<file path="src/rtl/bdc_regs.vh">
`ifndef BDC_REGS_VH
`define BDC_REGS_VH

// ==========================================================
// Clock and timing
// ==========================================================
`define BDC_CLK_KHZ 125000
`define BDC_T_CMD_MIN_MS 500
`define BDC_T_CMD_MAX_MS 4000
`define BDC_T_RST_MIN_MS 5000
`define BDC_T_KEY_HOLD_MS 2000
`define BDC_T_TICK_MS 100
`define BDC_CMD_MIN_CYC (`BDC_CLK_KHZ * `BDC_T_CMD_MIN_MS)
`define BDC_CMD_MAX_CYC (`BDC_CLK_KHZ * `BDC_T_CMD_MAX_MS)
`define BDC_RST_MIN_CYC (`BDC_CLK_KHZ * `BDC_T_RST_MIN_MS)
`define BDC_KEY_HOLD_CYC (`BDC_CLK_KHZ * `BDC_T_KEY_HOLD_MS)
`define BDC_TICK_CYC (`BDC_CLK_KHZ * `BDC_T_TICK_MS)

// ==========================================================
// Register word indices (byte address is four times these)
// ==========================================================
`define BDC_IDX_CTRL 6'h00
`define BDC_IDX_PRESET 6'h01
`define BDC_IDX_CORR 6'h02
`define BDC_IDX_TIMEOUT 6'h03
`define BDC_IDX_REMAIN 6'h04
`define BDC_IDX_STATUS 6'h05
`define BDC_IDX_IRQ_STAT 6'h06
`define BDC_IDX_IRQ_MASK 6'h07

// ==========================================================
// Fields and reset values
// ==========================================================
`define BDC_CTRL_EN_BIT 0
`define BDC_CTRL_UNIT_LSB 4
`define BDC_CTRL_OUTCFG_LSB 8
`define BDC_UNIT_MAX 3'h6
`define BDC_UNIT_RST 3'h1
`define BDC_PRESET_MAX 17'h1869f
`define BDC_PRESET_RST 17'h00000
`define BDC_CORR_RST 18'h00000
`define BDC_TMO_MIN 7'h05
`define BDC_TMO_MAX 7'h64
`define BDC_TMO_RST 7'h05
`define BDC_IRQ_DONE 0
`define BDC_IRQ_TMO 1
`define BDC_IRQ_WARN 2
`define BDC_IRQ_START 3
`define BDC_IRQ_STOP 4
`define BDC_IRQ_W 5

`endif

</file>
<file path="src/rtl/bdc_pulse_meter.v">
`timescale 1ns/1ps
`default_nettype none

module bdc_pulse_meter
(
  input wire clock,
  input wire resetn,
  input wire sigIn,
  output reg levelOut_r,
  output reg fallPulse_r,
  output reg [31:0] width_r
);

  reg sync1_r;
  reg sync2_r;
  reg sync3_r;
  reg [31:0] count_r;

  // ==========================================================
  // Three-stage synchroniser and width count
  // ==========================================================
  // A level change is accepted only when stages two and three agree, so one
  // sampled glitch cannot start or end a pulse.
  always @(posedge clock or negedge resetn)
  begin
    if (!resetn)
    begin
      sync1_r <= 1'b0;
      sync2_r <= 1'b0;
      sync3_r <= 1'b0;
      levelOut_r <= 1'b0;
      fallPulse_r <= 1'b0;
      width_r <= 32'h00000000;
      count_r <= 32'h00000000;
    end
    else
    begin
      sync1_r <= sigIn;
      sync2_r <= sync1_r;
      sync3_r <= sync2_r;
      fallPulse_r <= 1'b0;
      if (sync2_r == sync3_r)
      begin
        levelOut_r <= sync3_r;
        if (levelOut_r && !sync3_r)
        begin
          fallPulse_r <= 1'b1;
          width_r <= count_r;
        end
      end
      if (!levelOut_r)
      begin
        count_r <= 32'h00000000;
      end
      else if (count_r != 32'hffffffff)
      begin
        count_r <= count_r + 32'h00000001;
      end
    end
  end

endmodule // bdc_pulse_meter

`default_nettype wire

</file>
<file path="src/rtl/bdc_dosing_ctrl.v">
// What this block does
// Dosing enabled fixes pin roles until disabled.
// Pin pulse 0.5-4 s starts when stopped.
// Same pulse window stops a running batch.
// Pin pulse over 5 s or key reloads.
// Start drives output high, count down flow.
// Stop keeps remainder; next start resumes.
// Softkeys act after 2 s hold, release.
// Preset clamps to 9999.9 in tenths.
// Batch ends when counter reaches minus correction.
// Invalid target warns, forces correction to 0.1-preset.
// No flow for timeout raises status.
// Disabling switches both outputs off, frees config.
// Volume unit selects one of seven codes.
// Partner ties unused command pin low.
// Output drops on stop or target reached.
// Out-of-window or disallowed pulses are ignored.
`timescale 1ns/1ps
`default_nettype none
`include "bdc_regs.vh"

module bdc_dosing_ctrl
#(
  parameter [31:0] CMD_MIN_CYC = `BDC_CMD_MIN_CYC,
  parameter [31:0] CMD_MAX_CYC = `BDC_CMD_MAX_CYC,
  parameter [31:0] RST_MIN_CYC = `BDC_RST_MIN_CYC,
  parameter [31:0] KEY_HOLD_CYC = `BDC_KEY_HOLD_CYC,
  parameter [31:0] TICK_CYC = `BDC_TICK_CYC
)
(
  input wire clock,
  input wire resetn,
  input wire wb_cyc_i,
  input wire wb_stb_i,
  input wire wb_we_i,
  input wire [31:0] wb_adr_i,
  input wire [3:0] wb_sel_i,
  input wire [31:0] wb_dat_i,
  output reg [31:0] wb_dat_o,
  output reg wb_ack_o,
  input wire command_input_pin,
  input wire keyStart,
  input wire keyStop,
  input wire keyReset,
  input wire flowPulse,
  output reg dosing_output_pin,
  output reg pinsOwned_r,
  output reg irq_r
);

  localparam [1:0] ST_STOP = 2'h0;
  localparam [1:0] ST_RUN = 2'h1;
  localparam [1:0] ST_DONE = 2'h2;

  // Merges written bytes into a stored word under the byte enables.
  function [31:0] mergeBytes;
    input [31:0] oldVal;
    input [31:0] newVal;
    input [3:0] sel;
    integer i;
    begin
      mergeBytes = oldVal;
      for (i = 0; i < 4; i = i + 1)
      begin
        if (sel[i])
        begin
          mergeBytes[i*8 +: 8] = newVal[i*8 +: 8];
        end
      end
    end
  endfunction

  reg [1:0] state_r;
  reg enable_r;
  reg [2:0] unit_r;
  reg [1:0] outCfg_r;
  reg [16:0] preset_r;
  reg [17:0] corr_r;
  reg [6:0] timeout_r;
  reg [31:0] remain_r;
  reg [4:0] irqStat_r;
  reg [4:0] irqMask_r;
  reg [31:0] tickCnt_r;
  reg [6:0] idleTicks_r;
  reg tmoSeen_r;

  wire [3:0] rawIn;
  wire [3:0] levels;
  wire [3:0] falls;
  wire [127:0] widths;

  assign rawIn = {command_input_pin, keyReset, keyStop, keyStart};

  // ==========================================================
  // Input synchronisers and pulse width meters
  // ==========================================================
  genvar g;
  generate
    for (g = 0; g < 4; g = g + 1)
    begin : gMeter
      bdc_pulse_meter uMeter
      (
        .clock(clock),
        .resetn(resetn),
        .sigIn(rawIn[g]),
        .levelOut_r(levels[g]),
        .fallPulse_r(falls[g]),
        .width_r(widths[g*32 +: 32])
      );
    end
  endgenerate

  // hold then release
  wire keyStartHit = enable_r && falls[0] && (widths[31:0] >= KEY_HOLD_CYC);
  wire keyStopHit = enable_r && falls[1] && (widths[63:32] >= KEY_HOLD_CYC);
  wire keyResetHit = enable_r && falls[2] && (widths[95:64] >= KEY_HOLD_CYC);
  wire [31:0] pinWidth = widths[127:96];
  // start/stop window
  wire pinShort = enable_r && falls[3] && (pinWidth > CMD_MIN_CYC) && (pinWidth < CMD_MAX_CYC);
  // long reset pulse
  wire pinLong = enable_r && falls[3] && (pinWidth > RST_MIN_CYC);

  // decoded commands only count in their own state
  wire doStart = (state_r == ST_STOP) && (pinShort || keyStartHit);
  // same window stops
  wire doStop = (state_r == ST_RUN) && (pinShort || keyStopHit);
  wire doReload = (state_r != ST_RUN) && (pinLong || keyResetHit);

  wire signed [31:0] corrExt = {{14{corr_r[17]}}, corr_r};
  wire signed [31:0] presetExt = {15'h0000, preset_r};
  wire signed [31:0] remainS = remain_r;
  // end point is minus correction
  wire reached = (remainS + corrExt) <= 32'sd0;
  // target must stay above zero
  wire targetBad = (presetExt + corrExt) <= 32'sd0;
  wire [31:0] forcedCorr = 32'h00000001 - {15'h0000, preset_r};

  wire busReq = wb_cyc_i && wb_stb_i && !wb_ack_o;
  wire busWr = busReq && wb_we_i;
  wire [5:0] regIdx = wb_adr_i[7:2];
  wire inWindow = (wb_adr_i[31:8] == 24'h000000);
  wire [31:0] wrData = wb_dat_i;

  reg [31:0] ctrlWord;
  reg [31:0] ctrlNew;
  reg [31:0] presetNew;
  reg [31:0] tmoNew;
  reg [31:0] rdData;
  reg [4:0] irqSet;

  always @*
  begin
    ctrlWord = 32'h00000000;
    ctrlWord[`BDC_CTRL_EN_BIT] = enable_r;
    ctrlWord[`BDC_CTRL_UNIT_LSB +: 3] = unit_r;
    ctrlWord[`BDC_CTRL_OUTCFG_LSB +: 2] = outCfg_r;
    ctrlNew = mergeBytes(ctrlWord, wrData, wb_sel_i);
    presetNew = mergeBytes({15'h0000, preset_r}, wrData, wb_sel_i);
    tmoNew = mergeBytes({25'h0000000, timeout_r}, wrData, wb_sel_i);
    rdData = 32'h00000000;
    if (inWindow)
    begin
      case (regIdx)
        `BDC_IDX_CTRL: rdData = ctrlWord;
        `BDC_IDX_PRESET: rdData = {15'h0000, preset_r};
        `BDC_IDX_CORR: rdData = corrExt;
        `BDC_IDX_TIMEOUT: rdData = {25'h0000000, timeout_r};
        `BDC_IDX_REMAIN: rdData = remain_r;
        `BDC_IDX_STATUS: rdData = {27'h0000000, tmoSeen_r, pinsOwned_r, dosing_output_pin, state_r};
        `BDC_IDX_IRQ_STAT: rdData = {27'h0000000, irqStat_r};
        `BDC_IDX_IRQ_MASK: rdData = {27'h0000000, irqMask_r};
        default: rdData = 32'h00000000;
      endcase
    end
    irqSet = 5'h00;
    irqSet[`BDC_IRQ_DONE] = (state_r == ST_RUN) && reached;
    irqSet[`BDC_IRQ_TMO] = (state_r == ST_RUN) && !tmoSeen_r && (idleTicks_r >= timeout_r);
    irqSet[`BDC_IRQ_WARN] = targetBad;
    irqSet[`BDC_IRQ_START] = doStart && !reached;
    irqSet[`BDC_IRQ_STOP] = doStop;
  end

  // ==========================================================
  // Wishbone slave
  // ==========================================================
  // Every access, mapped or not, is acknowledged one edge after it is seen;
  // unmapped reads return zero and unmapped writes are dropped.
  always @(posedge clock or negedge resetn)
  begin
    if (!resetn)
    begin
      wb_ack_o <= 1'b0;
      wb_dat_o <= 32'h00000000;
    end
    else
    begin
      wb_ack_o <= busReq;
      if (busReq && !wb_we_i)
      begin
        wb_dat_o <= rdData;
      end
    end
  end

  // ==========================================================
  // Configuration registers
  // ==========================================================
  always @(posedge clock or negedge resetn)
  begin
    if (!resetn)
    begin
      enable_r <= 1'b0;
      unit_r <= `BDC_UNIT_RST;
      outCfg_r <= 2'h0;
      preset_r <= `BDC_PRESET_RST;
      corr_r <= `BDC_CORR_RST;
      timeout_r <= `BDC_TMO_RST;
      irqMask_r <= 5'h00;
    end
    else
    begin
      if (busWr && inWindow && regIdx == `BDC_IDX_CTRL)
      begin
        enable_r <= ctrlNew[`BDC_CTRL_EN_BIT];
        // only the seven unit codes
        if (ctrlNew[`BDC_CTRL_UNIT_LSB +: 3] <= `BDC_UNIT_MAX)
        begin
          unit_r <= ctrlNew[`BDC_CTRL_UNIT_LSB +: 3];
        end
        // pin roles locked while enabled
        if (!enable_r)
        begin
          outCfg_r <= ctrlNew[`BDC_CTRL_OUTCFG_LSB +: 2];
        end
      end
      // disable leaves both outputs off
      if (enable_r && busWr && inWindow && regIdx == `BDC_IDX_CTRL && !ctrlNew[`BDC_CTRL_EN_BIT])
      begin
        outCfg_r <= 2'h0;
      end
      if (busWr && inWindow && regIdx == `BDC_IDX_PRESET)
      begin
        // clamp to 9999.9
        if (presetNew[31:0] > {15'h0000, `BDC_PRESET_MAX})
        begin
          preset_r <= `BDC_PRESET_MAX;
        end
        else
        begin
          preset_r <= presetNew[16:0];
        end
      end
      if (busWr && inWindow && regIdx == `BDC_IDX_CORR && (&wb_sel_i[2:0]))
      begin
        corr_r <= wrData[17:0];
      end
      // force correction on a bad target
      else if (targetBad)
      begin
        corr_r <= forcedCorr[17:0];
      end
      if (busWr && inWindow && regIdx == `BDC_IDX_TIMEOUT)
      begin
        if (tmoNew[6:0] < `BDC_TMO_MIN)
        begin
          timeout_r <= `BDC_TMO_MIN;
        end
        else if (tmoNew[31:0] > {25'h0000000, `BDC_TMO_MAX})
        begin
          timeout_r <= `BDC_TMO_MAX;
        end
        else
        begin
          timeout_r <= tmoNew[6:0];
        end
      end
      if (busWr && inWindow && regIdx == `BDC_IDX_IRQ_MASK)
      begin
        irqMask_r <= wrData[4:0];
      end
    end
  end

  // ==========================================================
  // Batch sequencer
  // ==========================================================
  always @(posedge clock or negedge resetn)
  begin
    if (!resetn)
    begin
      state_r <= ST_STOP;
      remain_r <= 32'h00000000;
      dosing_output_pin <= 1'b0;
      pinsOwned_r <= 1'b0;
    end
    else
    begin
      // pins owned while enabled
      pinsOwned_r <= enable_r;
      if (!enable_r)
      begin
        // both outputs off
        state_r <= ST_STOP;
        dosing_output_pin <= 1'b0;
      end
      else
      begin
        case (state_r)
          ST_STOP:
          begin
            // resume from kept remainder
            if (doStart && !reached)
            begin
              state_r <= ST_RUN;
              // output active on start
              dosing_output_pin <= 1'b1;
            end
            else if (doReload)
            begin
              remain_r <= {15'h0000, preset_r};
            end
          end
          ST_RUN:
          begin
            // output drops on stop or target
            if (doStop)
            begin
              state_r <= ST_STOP;
              dosing_output_pin <= 1'b0;
            end
            else if (reached)
            begin
              state_r <= ST_DONE;
              dosing_output_pin <= 1'b0;
            end
            // count down measured volume
            else if (flowPulse)
            begin
              remain_r <= remain_r - 32'h00000001;
            end
          end
          ST_DONE:
          begin
            // reload after finish
            if (doReload)
            begin
              remain_r <= {15'h0000, preset_r};
              state_r <= ST_STOP;
            end
          end
          default:
          begin
            state_r <= ST_STOP;
            dosing_output_pin <= 1'b0;
          end
        endcase
      end
    end
  end

  // ==========================================================
  // No-flow watch and interrupts
  // ==========================================================
  // The idle time is kept in 100 ms ticks so the timeout register compares
  // against a small count instead of a wide cycle figure.
  always @(posedge clock or negedge resetn)
  begin
    if (!resetn)
    begin
      tickCnt_r <= 32'h00000000;
      idleTicks_r <= 7'h00;
      tmoSeen_r <= 1'b0;
      irqStat_r <= 5'h00;
      irq_r <= 1'b0;
    end
    else
    begin
      // timeout on missing flow
      if (state_r != ST_RUN || flowPulse)
      begin
        tickCnt_r <= 32'h00000000;
        idleTicks_r <= 7'h00;
        tmoSeen_r <= 1'b0;
      end
      else
      begin
        if (irqSet[`BDC_IRQ_TMO])
        begin
          tmoSeen_r <= 1'b1;
        end
        if (tickCnt_r >= TICK_CYC - 32'h00000001)
        begin
          tickCnt_r <= 32'h00000000;
          if (idleTicks_r != 7'h7f)
          begin
            idleTicks_r <= idleTicks_r + 7'h01;
          end
        end
        else
        begin
          tickCnt_r <= tickCnt_r + 32'h00000001;
        end
      end
      // A new event in the clearing cycle survives the write-one-to-clear.
      if (busWr && inWindow && regIdx == `BDC_IDX_IRQ_STAT && wb_sel_i[0])
      begin
        irqStat_r <= (irqStat_r & ~wrData[4:0]) | irqSet;
      end
      else
      begin
        irqStat_r <= irqStat_r | irqSet;
      end
      irq_r <= |(irqStat_r & irqMask_r);
    end
  end

endmodule // bdc_dosing_ctrl

`default_nettype wire

</file>
<file path="config.mk">
export PLATFORM = sky130hd
export DESIGN_NAME = bdc_dosing_ctrl
export DESIGN_NICKNAME = d
export VERILOG_FILES = /design/src/rtl/bdc_pulse_meter.v /design/src/rtl/bdc_dosing_ctrl.v
export VERILOG_INCLUDE_DIRS = /design/src /design/src/rtl
export SDC_FILE = /design/constraint.sdc
export NUM_CORES = 1
export LEC_CHECK = 0
export BUFFER_PORTS_ARGS = -buffer_cell sky130_fd_sc_hd__buf_4
export CORE_UTILIZATION = 25
export DETAILED_ROUTE_END_ITERATION = 8
export GPL_TIMING_DRIVEN = 0
export PLACE_DENSITY_LB_ADDON = 0.25
export SETUP_SLACK_MARGIN = 0.05
export SLEW_MARGIN = 15
export SYNTH_ARGS = -nofsm -noshare
export SYNTH_HDL_FRONTEND = slang
export SYNTH_SLANG_ARGS = --single-unit
</file>
<file path="constraint.sdc">
create_clock -name clock -period 5.4 [get_ports clock]
set_input_delay 0.54 -clock clock [delete_from_list [all_inputs] [get_ports clock]]
set_output_delay 0.54 -clock clock [all_outputs]
set_load 0.02 [all_outputs]
</file>
---- Yosys cells after proc, flatten, opt, wreduce, memory -nomap -nowiden ----
Index checks and enable logic that the tools add are counted.
Widths: inputs -> output; s select.
operators by class
  add/sub/neg operators ................... 10
  magnitude comparators ................... 14
  equal/unequal tests ..................... 32
  mux-type cells .......................... 60
  bitwise gates (word level) .............. 5
  reduce and logical (&&, ||, !) cells .... 73
operator list
  operator               number
  $mux 32                16
  $pmux 32 s8            1
  $add 32x1->32 const B  5
  $ne 32x32->1 const B   4
  $ge 32x28->1 const B   3
  $pmux 32 s3            1
  $mux 8                 7
  $mux 7                 6
  $logic_and 1x1->1      38
  $mux 18                2
  $add 32x18->32         1
  $ge 32x24->1 const B   1
  $gt 32x17->1 const B   1
  $gt 32x26->1 const B   1
  $gt 32x30->1 const B   1
  $gt 32x7->1 const B    1
  $le 32x1->1 const B    1
  $lt 32x29->1 const B   1
  $sub 32x1->32 const B  1
  $eq 6x3->1 const B     4
  $logic_not 24->1       1
  $add 18x18->19         1
  $le 19x1->1 const B    1
  $mux 2                 9
  33 further kinds       86
word-level totals
  register bits after elaboration ......... 444
  bits of input ports ..................... 78
  word-level logic and storage cells ...... 240

---- Depth between registers and ports, before layout ----
  depth after elaboration ................. 9
  gate-level depth with buffers ........... 16
  gate-level depth less buffers ........... 14

---- Cells and area by module ----
From an unflattened synthesis, not the netlist that was laid out.
second synthesis, totals
  cells, all modules ...................... 2638
  area, all modules ....................... 25338.1 um^2
modules (own cells, without submodules)
  module                                  times used  cells each  area an instance (um^2)  seq. area each (um^2)
  bdc_dosing_ctrl                         1           1572        12846.1                  4207.8
  bdc_pulse_meter (gMeter[0].uMeter ...)  3           265         3121.7                   1726.7
  bdc_pulse_meter (gMeter[3].uMeter)      1           271         3126.7                   1726.7

---- Least setup slack after synthesis ----
No wires, ideal clock.
  kind .................................... reg2reg
  start ................................... reg remain_r[0] (netlist: remainS[0])
  end ..................................... reg remain_r[3] (netlist: remainS[3])
  library setup time ...................... 124 ps
  arrival ................................. 3916 ps
  data required time ...................... 5276 ps
  path slack .............................. 1360 ps
  stages on the path, launching flop included .. 14
  path buffers ............................ 0
  clock period less this slack ............ 4040 ps
  path through ............................ dfrtp_1 > ha_1 > fa_1 > a21o_1 > a221o_1 > a311oi_1 > a211oi_1 > or3b_1 > a31o_1 > a2111oi_0 > nand4_1 > nand2_1 > o21ai_1 > a211o_1
on the way
  word-level cells in the longest chain between the ends .. 6
RTL lines
  element                     line                   source
  start: declaration          bdc_dosing_ctrl.v:80   reg [31:0] remain_r;
  start signal: assignment    bdc_dosing_ctrl.v:320  remain_r <= {15'h0000, preset_r};
  start signal: assignment    bdc_dosing_ctrl.v:339  remain_r <= remain_r - 32'h00000001;
  start signal: assignment    bdc_dosing_ctrl.v:347  remain_r <= {15'h0000, preset_r};
  $add 32x18->32              bdc_dosing_ctrl.v:133  wire reached = (remainS + corrExt) <= 32'sd0;
  $le 32x1->1                 bdc_dosing_ctrl.v:133
  $logic_not 1->1             bdc_dosing_ctrl.v:312  if (doStart && !reached)
  $logic_and 1x1->1           bdc_dosing_ctrl.v:312
  $ne 2x2->1 (no line)        -
  $reduce_and 6->1 (no line)  -
Several ways; a longest one is shown, not always the timed one. The select of a mux whose other input is x is not followed.
A chain may end at the register's enable or synchronous reset.

---- Worst setup path in the final report ----
  start ................................... reg corr_r[0]
  end ..................................... reg remain_r[11] (netlist: remainS[11])
on the way
  word-level cells in the longest chain between the ends .. 6
RTL lines
  element                       line                   source
  start: declaration            bdc_dosing_ctrl.v:78   reg [17:0] corr_r;
  start signal: assignment      bdc_dosing_ctrl.v:216  corr_r <= `BDC_CORR_RST;
  start signal: assignment      bdc_dosing_ctrl.v:255  corr_r <= wrData[17:0];
  start signal: assignment      bdc_dosing_ctrl.v:260  corr_r <= forcedCorr[17:0];
  $add 32x18->32 *              bdc_dosing_ctrl.v:133
  $le 32x1->1 *                 bdc_dosing_ctrl.v:133
  $logic_not 1->1               bdc_dosing_ctrl.v:312
  $logic_and 1x1->1             bdc_dosing_ctrl.v:312
  $ne 2x2->1 (no line)          -
  $reduce_and 6->1 (no line) *  -
Every way passes the cells marked *; elsewhere a longest branch is shown, timed or not.

==> impl_metrics.tcl <==
set metrics [dict create \
    critPathKind "reg -> reg" \
    status "finished, final reports clean" \
    cts_root_buf "clkbuf_16" \
    slew_violations 0 \
    routedWlPerCell_um 17.27 \
    end_kind "flip-flop" \
    power.internal_uw 5284 \
    setup_viol 0 \
    fin_skew_ns 0.02298 \
    cp.arrival_ns 5.61 \
    synthesis.instances 2418 \
    coreArea_mm2 0.09180 \
    grt_overflow 0 \
    portBuffers 110 \
    hp-class "in -> reg" \
    fp.dieH_um 306.8 \
    synth_edf_count 0 \
    syn2layout_area_growth_pct 18.33 \
    dpl_cell_area_mm2 0.02575 \
    switching_share_pct 23.48 \
    drv_cap 0 \
    pwr-share-comb_pct 4.2 \
    grt_setup_unrepaired "yes" \
    holdWs_ns 0.1769 \
    final_area_mm2 0.02748 \
    switchingPower_uw 1621 \
    clkPwrFrac_pct 49.1 \
    drt_iter0_markers 1034 \
    track_usage_pct 14.33 \
    clock_latency_ns 0.62 \
    h-tree-depth 2 \
    grt_pass1_vias 18770 \
    synth_ff_type "dfrtp_1" \
    ant_nets 0 \
    crit_required_ns 5.83 \
    period_share_pct 95.90 \
    via_per_inst 4.814 \
    tightest_slew_ns 1.354 \
    dp_hpwl_um 49720 \
    synth_area_mm2 0.02322 \
    cts_num_sinks 423 \
    wirelength_um 66980 \
    avgSynthCellArea_um2 9.602 \
    synth.ff_latch_count 423 \
    m1WireLength_um 31610 \
    fin_ws_ns 0.2213 \
    io_pins 114 \
    slew_headroom_pct 9.007 \
    cts_buffers 50 \
    drc 0 \
    yosysUniqueCellTypes 91 \
    grt_max_degree 94 \
    ys_async_sr_fraction_pct 100.0 \
    pwr-share-seq_pct 46.8 \
    wl_met2_um 30340 \
    pre_cts_ws_ns -0.1302 \
    critical_path_peak_fanout 7 \
    fmax_ghz 0.1931 \
    std_cell_rows 111 \
    yosys.cell_count.top_type "dfrtp_1" \
    nets 2740 \
    total_leakage_power_uw 0.01175 \
    synth_common_cells "dfrtp_1 (420), nor2_1 (246), nand2_1 (216)" \
    synth_area_leaders "dfrtp_1 (45%), mux2_2 (5.6%), nor2_1 (4.0%)" \
    dr_total_vias 18670 \
    critPathLaunchType "flip-flop" \
    dieWidth_um 306.8 \
    min_period_ns 5.179 \
    gp_congestion 0.8462 \
    wl_met3_um 2972 \
    grt_pass1_wl_um 107900 \
    cts_tree "built" \
    top_layer_used "met5" \
    cts_buffer_depth 3 \
    synth-seq-area-share_pct 45.61 \
    drive_gt1_share_pct 13.40 \
    fillers 9650 \
    power_density_mw_per_mm2 251.3 \
    yosysWarnings 0 \
    hold_viol_final 0 \
    die-area_mm2 0.09410 \
    start_util_pct 25.29 \
    cts.clk_slew.worst_paths_ns 0.06 \
    ir_drop_mv 0.2127 \
    antenna_found_initial 4 \
    first_pass_iters 6 \
    yosys.area.top_type "dfrtp_1" \
    synth_top_cell_area_share_pct 45.27 \
]
cell type report:
type                       instances  area [µm²]  share of cell area (%)
multi-input combinational       1848       12060                   43.90
sequential                       423       10590                   38.54
tap                             1243        1555                   5.661
clock buffer                      75        1466                   5.337
timing repair buffer             120        1001                   3.643
buffer                            99       416.7                   1.516
inverter                          55       206.4                  0.7514
clock inverter                    15       176.4                  0.6421
antenna                            1       2.502                0.009108
metrics by stage:
stage / TNS [ns] / power [µW] / cells / util (%)
3_3_place_gp: -380.91 / 3569 / 3778 / 27.91
5_1_grt: 0 / 7205 / 3879 / 29.93
2_1_floorplan: 0 / 3392 / 2425 / -
4_1_cts: 0 / 7049 / 3877 / 29.89
3_5_place_dp: -1.284 / 3581 / 3782 / 28.05
6_report: 0 / 6906 / 3879 / 29.93
worst max-delay path, cell delays in order (launching register included):
cell and delay, ns:
dfrtp_1 0.48, ha_1 0.29, fa_1 0.43, a21o_1 0.26
a221o_1 0.36, a311oi_1 0.50, a211oi_1 0.27, or3b_1 0.39
a31o_1 0.18, a2111oi_1 0.52, and4_1 0.41, o21ai_1 0.24
o21ai_1 0.48, a22oi_1 0.19
cell families after synthesis:
logic type	after synthesis	share of synthesized area (%)
buffers and inverters	154	2.684
DFF	423	45.61
AOI/OAI and AO/OA	529	15.10
other	1	0.01615
adders and majority gates	69	3.740
and+or+nand+nor	949	20.39
muxes	137	6.585
xor gates and xnor gates	156	5.885
per-layer routing:
layer / track usage (%) / vias up
met5: 0 / -
met3: 2.447 / 114
li1: - / 9154
met2: 22.81 / 338
met1: 19.64 / 9062
met4: 4.709 / 6
registers in the layout, summed over array words and instances (netlist names), 7 cells and up:
name	cells
corr_r	18
gMeter.uMeter.count_r	128
gMeter.uMeter.width_r	107
idleTicks_r	7
preset_r	17
remainS	32
tickCnt_r	32
timeout_r	7
wb_dat_o	32
power groups by stage:
stage	logic, µW	clock network [µW]	registers [µW]
floorplan	113	0	3280
global placement	284	0	3290
detailed placement	295	0	3290
CTS	299	3520	3230
global route	327	3650	3230
finish	288	3390	3230
cells in the final DEF, fill, tap and decap left out, drive strengths merged, types with 22 or more instances in the layout:
master	instances
and2	45
nor3	70
mux2	126
or3	36
nand2	216
nand3	100
a22o	27
nand2b	28
nor2	246
xnor2	69
xor2	87
buf	125
inv	57
o21ai	121
ha	63
a31oi	22
a21oi	134
and3	35
dfrtp	420
clkbuf	164
a21o	29
nand4	48
a22oi	26
nor4	37
path summary, 6_finish.rpt:
| path | from | end | cells after the start | slack, ns |
|---|---|---|---|---|
| hold reg to reg | gMeter[1].uMeter.sync1_r | gMeter[1].uMeter.sync2_r | 0 | 0.35 |
| setup / recovery | corr_r[0] | remainS[11] | 13 | 0.22 |
| hold / removal | wb_dat_i[14] | preset_r[14] | 2 | 0.18 |
| setup reg to reg | corr_r[0] | remainS[11] | 13 | 0.22 |
| min in group asynchronous | resetn | corr_r[13] | 2 | 0.51 |
| max in group asynchronous | resetn | gMeter[2].uMeter.width_r[11] | 4 | 3.56 |
repair_timing:
item                                    CTS  global route
endpoints found under the setup margin   28            41
pin swaps                                 0             1
buffers inserted                          0             1
gates resized for setup                   1             3
hold buffers                              5             0
hold endpoints to repair                 79             0
(Power assumes the default switching activity.)
